$ cat config.mk
export PLATFORM = sky130hd
export DESIGN_NAME = rlink_codec
export DESIGN_NICKNAME = d
export VERILOG_FILES = /design/src/verilog/rlink_codec.v
export VERILOG_INCLUDE_DIRS = /design/src /design/src/verilog
export SDC_FILE = /design/constraint.sdc
export NUM_CORES = 1
export LEC_CHECK = 0
export BUFFER_PORTS_ARGS = -buffer_cell sky130_fd_sc_hd__buf_2
export CORE_MARGIN = 4
export CORE_UTILIZATION = 55
export DETAILED_ROUTE_END_ITERATION = 7
export PLACE_DENSITY = 0.72
export RECOVER_POWER = 50
export REMOVE_ABC_BUFFERS = 1
export SKIP_CTS_REPAIR_TIMING = 1
export SLEW_MARGIN = 10
export SYNTH_ARGS = -nofsm -noshare
export SYNTH_HDL_FRONTEND = slang
export SYNTH_SLANG_ARGS = --single-unit
export TNS_END_PERCENT = 5
$ cat constraint.sdc
create_clock -name mclk -period 8.8 [get_ports mclk]
set_input_delay 2.2 -clock mclk [delete_from_list [all_inputs] [get_ports mclk]]
set_output_delay 2.2 -clock mclk [all_outputs]
set_load 0.05 [all_outputs]
$ cat src/verilog/rlink_map.vh
`ifndef RLINK_MAP_VH
`define RLINK_MAP_VH
`define PID_MODE_CMD 13'h0012
`define PID_WATERMARK 13'h0013
`define TYPE_GENERIC 8'h00
`define TYPE_FM 8'h01
`define TYPE_MC 8'h02
`define TYPE_VSB 8'h03
`define TYPE_SC 8'h04
`define FM_BW_3MHZ 1'b0
`define FM_BW_4MHZ 1'b1
`define BW_VSB_STD 5'h06
`define MODE_BEACON 2'h1
`define MODE_IDLE 2'h0
`define LEN_GENERIC 4'h2
`define LEN_FM 4'h3
`define LEN_MC 4'h4
`define LEN_VSB 4'h7
`define LEN_SC 4'h8
`define REG_CTRL 4'h0
`define REG_STATUS 4'h1
`define REG_REQ 4'h2
`define REG_TIMEOUT 4'h3
`define REG_WM_COUNT 4'h4
`define REG_WM_DATA 4'h5
`define REG_DECODE 4'h6
`define REG_REQ_EXT 4'hA
`define TIMEOUT_RST 32'h02FAF080
`define WM_DEPTH 16
`endif

$ cat src/verilog/rlink_codec.v
`timescale 1ns/1ps
`include "rlink_map.vh"
module rlink_codec (
  input wire mclk, // system clock, 50 MHz
  input wire nrst, // async reset, active low
  input wire ce, // clock enable, freezes all state when low
  input wire [3:0] address, // avalon word address
  input wire read, // avalon read
  input wire write, // avalon write
  input wire [31:0] writedata, // avalon write data
  input wire [3:0] byteenable, // avalon byte enables
  output reg [31:0] readdata, // avalon read data
  output wire waitrequest, // avalon wait
  output reg [7:0] tx_byte, // payload byte out
  output reg tx_valid, // payload byte valid
  output reg tx_first, // first byte of payload
  output reg tx_last, // last byte of payload
  output reg [12:0] tx_pid, // packet identifier of payload
  input wire tx_ready, // sink accepts byte
  output reg [1:0] link_mode, // link operating mode field for every packet
  input wire beacon_ack, // remote acknowledges beacon mode
  output wire metrics_enable, // control metrics may be exchanged
  output reg link_default, // acknowledgement lost past time-out
  input wire [7:0] rx_byte, // incoming request byte
  input wire rx_valid, // incoming byte valid
  input wire rx_first, // incoming first byte
  input wire rx_last // incoming last byte
);
  reg [31:0] ctrl_r;
  reg [31:0] req_r;
  reg [31:0] req_ext_r;
  reg [31:0] timeout_r;
  reg [7:0] wm_count_r;
  reg [31:0] wm_mem [0:`WM_DEPTH-1];
  reg [3:0] wm_wr_r;
  reg [31:0] decode_r;
  reg dec_valid_r;
  reg dec_err_r;
  reg busy_r;
  reg [1:0] kind_r;
  reg [9:0] idx_r;
  reg [3:0] len_r;
  reg [31:0] lost_cnt_r;
  reg ack_seen_r;
  reg [3:0] rx_idx_r;
  reg [7:0] rx_type_r;
  reg [7:0] rx_hold_r;
  reg [95:0] frame;
  reg [7:0] byte_nxt;
  reg ack_r;
  reg [9:0] wm_pos;
  reg [31:0] wm_word;
  localparam K_MODE = 2'h0;
  localparam K_WM = 2'h1;
  // type of the request in flight, including the byte on the wire right now
  wire [7:0] type_cur = (rx_idx_r == 4'h1 && !rx_first) ? rx_byte : rx_type_r;

  function [31:0] merge;
    input [31:0] old;
    input [31:0] nw;
    input [3:0] be;
    integer i;
    begin
      merge = old;
      for (i = 0; i < 4; i = i + 1) begin
        if (be[i])
          merge[i*8 +: 8] = nw[i*8 +: 8];
      end
    end
  endfunction

  function [3:0] req_len;
    input [7:0] t;
    begin
      case (t)
        `TYPE_FM: req_len = `LEN_FM;
        `TYPE_MC: req_len = `LEN_MC;
        `TYPE_VSB: req_len = `LEN_VSB;
        `TYPE_SC: req_len = `LEN_SC;
        default: req_len = `LEN_GENERIC;
      endcase
    end
  endfunction

  // one wait state per access; answered the cycle after the request appears
  assign waitrequest = (read | write) & ~(ack_r & ce);
  wire acc = (read | write) & ack_r & ce;
  wire wr = write & acc;
  assign metrics_enable = link_mode == `MODE_BEACON && ack_seen_r && !link_default;

  // payload image, MSB first, reserved bits forced to zero
  always @* begin
    frame = 96'h0;
    frame[95:88] = req_r[7:0];
    frame[87:80] = req_r[15:8];
    case (req_r[15:8])
      `TYPE_FM: frame[79] = req_ext_r[0];
      `TYPE_MC: frame[79:71] = {req_ext_r[1:0], req_ext_r[3:2], req_ext_r[5:4],
                                req_ext_r[8:6]};
      `TYPE_VSB: frame[79:72] = {req_ext_r[2:0], req_ext_r[12:8]};
      `TYPE_SC: frame[79:68] = {req_ext_r[12:8], req_ext_r[2:0], req_ext_r[19:16]};
      default: frame[79:0] = 80'h0;
    endcase
    // counts past the memory depth wrap onto the stored words
    wm_pos = idx_r - 10'h001;
    wm_word = wm_mem[wm_pos[5:2]];
    byte_nxt = 8'h00;
    if (kind_r == K_MODE)
      byte_nxt = frame[95 - idx_r[3:0]*8 -: 8];
    else if (idx_r == 10'h000)
      byte_nxt = wm_count_r;
    else begin
      case (wm_pos[1:0])
        2'h0: byte_nxt = wm_word[31:24];
        2'h1: byte_nxt = wm_word[23:16];
        2'h2: byte_nxt = wm_word[15:8];
        default: byte_nxt = wm_word[7:0];
      endcase
    end
  end

  always @(posedge mclk or negedge nrst) begin
    if (!nrst) begin
      ack_r <= 1'b0;
      readdata <= 32'h0;
      ctrl_r <= 32'h1;
      req_r <= 32'h0;
      req_ext_r <= 32'h0;
      timeout_r <= `TIMEOUT_RST;
      wm_count_r <= 8'h0;
      wm_wr_r <= 4'h0;
      busy_r <= 1'b0;
      kind_r <= K_MODE;
      idx_r <= 10'h000;
      len_r <= 4'h0;
      tx_byte <= 8'h0;
      tx_valid <= 1'b0;
      tx_first <= 1'b0;
      tx_last <= 1'b0;
      tx_pid <= 13'h0;
      link_mode <= `MODE_BEACON;
      link_default <= 1'b0;
      lost_cnt_r <= 32'h0;
      ack_seen_r <= 1'b0;
      decode_r <= 32'h0;
      dec_valid_r <= 1'b0;
      dec_err_r <= 1'b0;
      rx_idx_r <= 4'h0;
      rx_type_r <= 8'h0;
      rx_hold_r <= 8'h0;
    end else if (ce) begin
      ack_r <= (read | write) & ~ack_r;
      // loaded in the wait cycle so the data stand at the edge that ends the wait
      if (read && !ack_r) begin
        case (address)
          `REG_CTRL: readdata <= ctrl_r;
          `REG_STATUS: readdata <= {24'h0, metrics_enable, dec_err_r, dec_valid_r,
                                   link_default, ack_seen_r, busy_r, link_mode};
          `REG_REQ: readdata <= req_r;
          `REG_TIMEOUT: readdata <= timeout_r;
          `REG_WM_COUNT: readdata <= {24'h0, wm_count_r};
          `REG_DECODE: readdata <= decode_r;
          default: readdata <= 32'h0;
        endcase
      end
      if (wr) begin
        case (address)
          `REG_CTRL: ctrl_r <= merge(ctrl_r, writedata, byteenable);
          `REG_REQ: req_r <= merge(req_r, writedata, byteenable);
          `REG_TIMEOUT: timeout_r <= merge(timeout_r, writedata, byteenable);
          `REG_WM_COUNT: begin
            wm_count_r <= writedata[7:0];
            wm_wr_r <= 4'h0;
          end
          `REG_WM_DATA: wm_wr_r <= wm_wr_r + 4'h1;
          `REG_DECODE: ;
          default: ;
        endcase
        if (address == `REG_REQ_EXT)
          req_ext_r <= writedata;
      end
      // ctrl bit0 beacon default on, bit1 send request, bit2 send watermarks
      link_mode <= ctrl_r[0] ? `MODE_BEACON : `MODE_IDLE;
      if (!busy_r && ctrl_r[2:1] != 2'b00) begin
        busy_r <= 1'b1;
        idx_r <= 10'h000;
        // a new send written in the launch cycle survives the self-clear
        if (ctrl_r[1]) begin
          kind_r <= K_MODE;
          tx_pid <= `PID_MODE_CMD;
          len_r <= req_len(req_r[15:8]);
          if (!(wr && address == `REG_CTRL && byteenable[0] && writedata[1]))
            ctrl_r[1] <= 1'b0;
        end else begin
          kind_r <= K_WM;
          tx_pid <= `PID_WATERMARK;
          if (!(wr && address == `REG_CTRL && byteenable[0] && writedata[2]))
            ctrl_r[2] <= 1'b0;
        end
      end else if (busy_r && (!tx_valid || tx_ready)) begin
        if ((kind_r == K_MODE && idx_r[3:0] == len_r) ||
            (kind_r == K_WM && idx_r == {wm_count_r, 2'b00} + 10'h001) ||
            (tx_valid && tx_last)) begin
          tx_valid <= 1'b0;
          busy_r <= tx_valid & tx_last ? 1'b0 : busy_r;
          tx_last <= 1'b0;
        end else begin
          tx_byte <= byte_nxt;
          tx_valid <= 1'b1;
          tx_first <= idx_r == 10'h000;
          tx_last <= kind_r == K_MODE ? idx_r[3:0] == len_r - 4'h1
                     : idx_r == {wm_count_r, 2'b00};
          idx_r <= idx_r + 10'h001;
        end
      end
      // beacon acknowledgement supervision with user time-out
      if (beacon_ack) begin
        ack_seen_r <= 1'b1;
        lost_cnt_r <= 32'h0;
        link_default <= 1'b0;
      end else if (ack_seen_r) begin
        if (lost_cnt_r >= timeout_r)
          link_default <= 1'b1;
        else
          lost_cnt_r <= lost_cnt_r + 32'h1;
      end
      // request parser: decode tags, flag reserved types in dec_err_r
      if (rx_valid) begin
        rx_idx_r <= rx_first ? 4'h1 : rx_idx_r + 4'h1;
        if (rx_first)
          rx_hold_r <= rx_byte;
        if (rx_idx_r == 4'h1 && !rx_first) begin
          rx_type_r <= rx_byte;
          decode_r <= {16'h0, rx_byte, rx_hold_r};
        end
        if (rx_idx_r == 4'h2 && !rx_first)
          decode_r <= {8'h0, rx_byte, rx_type_r, rx_hold_r};
        if (rx_last) begin
          if (type_cur > `TYPE_SC)
            dec_err_r <= 1'b1;
          else
            dec_valid_r <= 1'b1;
        end
      end
      if (wr && address == `REG_STATUS) begin
        if (writedata[5] && !(rx_valid && rx_last && type_cur <= `TYPE_SC))
          dec_valid_r <= 1'b0;
        if (writedata[6] && !(rx_valid && rx_last && type_cur > `TYPE_SC))
          dec_err_r <= 1'b0;
      end
    end
  end

  always @(posedge mclk) begin
    if (ce && wr && address == `REG_WM_DATA)
      wm_mem[wm_wr_r] <= writedata;
  end
endmodule

==> flow_summary_export.csv <==
group,metric,value,unit
setup_path,worstPathArrival,3450,ps
setup_path,cp_top_family,"buffers and inverters",
floorplanning,start_util,55.4,%
floorplanning,die_area,0.0647,mm^2
timing,slew_headroom,-105,%
setup_path,path_class,"input pin to primary output",
pwr,p_total,11.4,mW
floorplanning,die_h,254,um
min_path,holdCritPathClass,"flip-flop to flip-flop",
setup_path,crit_chain,"clkbuf_1 -> a21oi_1 -> buf_2",
drt,drc_errors,0,
setup_path,rrSetupSlack,4350,ps
cts,numCtsBuffers,79,
min_path,hp-start,"readdata[21]$_DFFE_PN0P_",
setup_path,critPathCaptureType,"primary output",
synth,synth-seq-cells,779,
place,port_buffers,107,
timing,fin_setup_tns,0,ps
cts,cts-root-buf,"clkbuf_16",
synth,synth-adder-area-share,1.84,%
synth,muxShareOfSynthArea,9.95,%
drt,via_count,21738,
setup_path,crit_required,6600,ps
synth,ys_types,78,
setup_path,cp_slowest_stage_delay,810,ps
timing,max_freq,177,MHz
synth,syn_area_per_cell,13.4,um^2
min_path,min_path_cells,1,
timing,rsz0062_at_grt,"false",
place,place.detailed.hpwl,57.9,mm
synth,yosysSeqAreaShare,66.1,%
pwr,powerDensity,308,mW/mm^2
cts,clk_latency,630,ps
synth,synth_cells,2496,
pwr,swShare,36.7,%
timing,setup_violations,0,
status,status,"finished with violations",
cts,cts_tree,"done",
synth,netlist_area,0.0334,mm^2
drt,ant_nets,0,
setup_path,critPathMaxFanout,23,
drt,viasPerCell,6.35,
drt,avgRoutedWirePerCell,25.9,um
global_routing,grt_usage,27.4,%
setup_path,r2r_end,"tx_byte[1]$_DFFE_PN0P_",
final_layout,nets,2689,
cts,max-clock-path-buffers,3,
pwr,p_clk_share,27.6,%
final_layout,syn_to_final_growth,10.6,%
setup_path,worstRegToRegCells,9,
floorplanning,die_w,254,um
final_layout,drive_gt1_share,15.1,%
timing,finalMaxSlewViolations,124,
pwr,p_seq_share,37.7,%
place,pre_cts_ws,3080,ps
global_routing,antenna_found_initial,2,
floorplanning,core.rowCount,90,
global_routing,grt_max_degree,146,
cts,clkSinkCount,779,
min_path,hold_end,"readdata[21]$_DFFE_PN0P_",
synth,synth-edff-count,512,
synth,synth_top_family_by_area,"simple AND/OR/NAND/NOR gates",
pwr,intPower,7.20,mW
pwr,max-vdd-ir-drop,445,uV
cts,clk_pin_slew,60,ps
pwr,power_switching,4.18,mW
pwr,pwr-share-comb,34.7,%
timing,skew,19.1,ps
global_routing,grt_pass1_vias,21559,
global_routing,grt_pass1_wl,134,mm
setup_path,crit_buf_inv,2,
synth,ys.warnings.count,0,
timing,period_needed,5650,ps
setup_path,rr_startpoint,"idx_r[1]$_DFFE_PN0P_",
timing,hold_viol,0,
synth,ys.flop_type,"edfxtp_1",
timing,finalCritPeriodShare,64.2,%
cts,cts_max_level,3,
floorplanning,ios,119,
final_layout,antenna_cells,0,
synth,synth-xor-area-share,1.16,%
job,maxCapViolations,4,
synth,synth-simple-area-share,10.5,%
timing,layout_setup_ws,3150,ps
timing,worst_slew_pin_slew,3080,ps
place,place_congestion,0.918,
synth,ys_async_sr_fraction,34.3,%
drt,routed_wirelength,88.7,mm
setup_path,cpMaxStageDelayCell,"clkbuf_1",
floorplanning,core_area,0.0602,mm^2
synth,synth_compound_area_share,7.70,%
global_routing,grt.overflow.total,0,
drt,drt_pre_antenna_iters,5,
pwr,leakage,14.2,nW
setup_path,cp-start-kind,"input pin",
drt,drt_iter0_drc,2694,
status,violations,"capacitance limit, slew limit",
registers in the layout (all words and copies together) (netlist names), 8 cells and up:
signal and cells:
ctrl_r 32, decode_r 24, idx_r 10, lost_cnt_r 32, readdata 32, req_ext_r 17
req_r 32, rx_hold_r 8, rx_type_r 8, timeout_r 32, tx_byte 8, wm_count_r 8
wm_mem 512
synth_stat cells (7+ instances only):
library cell  instances  area, um^2
a221oi_1              7        61.3
a21o_1               28         210
clkbuf_1             72         270
xor2_1               11        96.3
ha_1                 49         613
buf_2                35         175
mux2i_1              78         781
nor2b_1               7        43.8
nor2_1               85         319
or3_1                15        93.8
buf_6                12         135
a22oi_1              31         233
mux2_2              122        1370
or4_1                 8        60.1
nand2b_1              9        56.3
a32oi_1              10        87.6
buf_1                 8        30.0
a22o_1               10        87.6
edfxtp_1            512       15400
o21ai_0             107         536
and3_1               11        68.8
and2_1                7        43.8
nor3_1               28         140
nand2_1             406        1520
o31ai_1               7        52.6
a31oi_1              14        87.6
dfstp_2              14         368
a21oi_1             111         556
nand4_1              29         181
o22ai_1              11        68.8
inv_1                52         195
dfrtp_1             253        6330
nand3_1             130         651
xnor2_1              30         263
buf_4                14         105
mux4_2               46        1040
nor4_1               17         106
a222oi_1             24         240
worst max path at each step:
stage	startpoint	endpoint	slack, ps	depth (start not counted)
6_report	ce	waitrequest	3150	3
3_3_place_gp	ce	wm_mem[7][26]$_DFFE_PP_	3310	6
3_5_place_dp	ce	wm_mem[7][26]$_DFFE_PP_	3080	6
2_1_floorplan	idx_r[0]$_DFFE_PN0P_	tx_byte[7]$_DFFE_PN0P_	1090	9
5_1_grt	ce	wm_mem[7][12]$_DFFE_PP_	2950	6
4_1_cts	ce	waitrequest	3640	3
final cells by class:
class | instances | area (um^2)
clock buffer | 111 | 2180
clock inverter | 30 | 198
fill | 4478 | 23300
inverter | 53 | 199
multi-input combinational | 1532 | 10600
sequential | 779 | 22100
tap | 782 | 978
timing repair buffer | 137 | 701
metrics by stage:
stage	cell area, um^2	hold WS [ps]	util, %	cells
final	36900	476	61.3	3424
after global routing	36900	490	61.3	3424
after floorplan	32700	449	-	2364
after global placement	34700	456	57.5	3283
after CTS	37000	475	61.5	3424
after detailed placement	34700	461	57.5	3283
cell families (layout without fill, tap and decap cells):
family / Yosys count / after routing
buf+inv: 195 / 331
mux: 251 / 251
flops: 779 / 779
compound gates: 402 / 402
other cells: 1 / 11
fa+ha+maj: 49 / 49
simple gates: 777 / 777
xor+xnor: 42 / 42
cells in the final DEF, fill, tap and decap left out, types with 10 or more instances in the layout:
cell	instances
o22ai_1	11
buf_2	52
dfstp_2	14
inv_1	52
dfrtp_1	253
a32oi_1	10
nand2_1	406
a31oi_1	14
nor3_1	23
and3_1	11
clkbuf_16	80
a22oi_1	31
clkinv_1	13
conb_1	11
mux2_2	122
or3_1	15
ha_1	49
a222oi_1	24
nor2_1	72
buf_4	25
nand3_1	130
a22o_1	10
a21oi_1	111
clkbuf_1	83
nor2_4	12
o21ai_0	107
edfxtp_1	512
nand4_1	29
mux4_2	46
mux2i_1	78
xor2_1	10
xnor2_1	28
nor4_1	17
a21o_1	28
routing by layer:
metal | global-route usage (%) | vias to the layer above | part of all wire (%)
li1 | - | 9487 | -
met1 | 38.2 | 10998 | 40
met2 | 43.7 | 1061 | 48
met3 | 4.97 | 192 | 8.8
met4 | 10.6 | 0 | 4.1
met5 | 0 | - | 0
power groups by stage:
stage | logic [mW] | registers (mW) | clock network [mW]
6_report | 3.95 | 4.29 | 3.14
5_1_grt | 4.20 | 4.31 | 3.32
4_1_cts | 3.93 | 4.28 | 3.17
3_5_place_dp | 3.90 | 4.36 | 0
3_3_place_gp | 3.83 | 4.34 | 0
2_1_floorplan | 2.76 | 4.39 | 0
(Power assumes the default switching activity.)
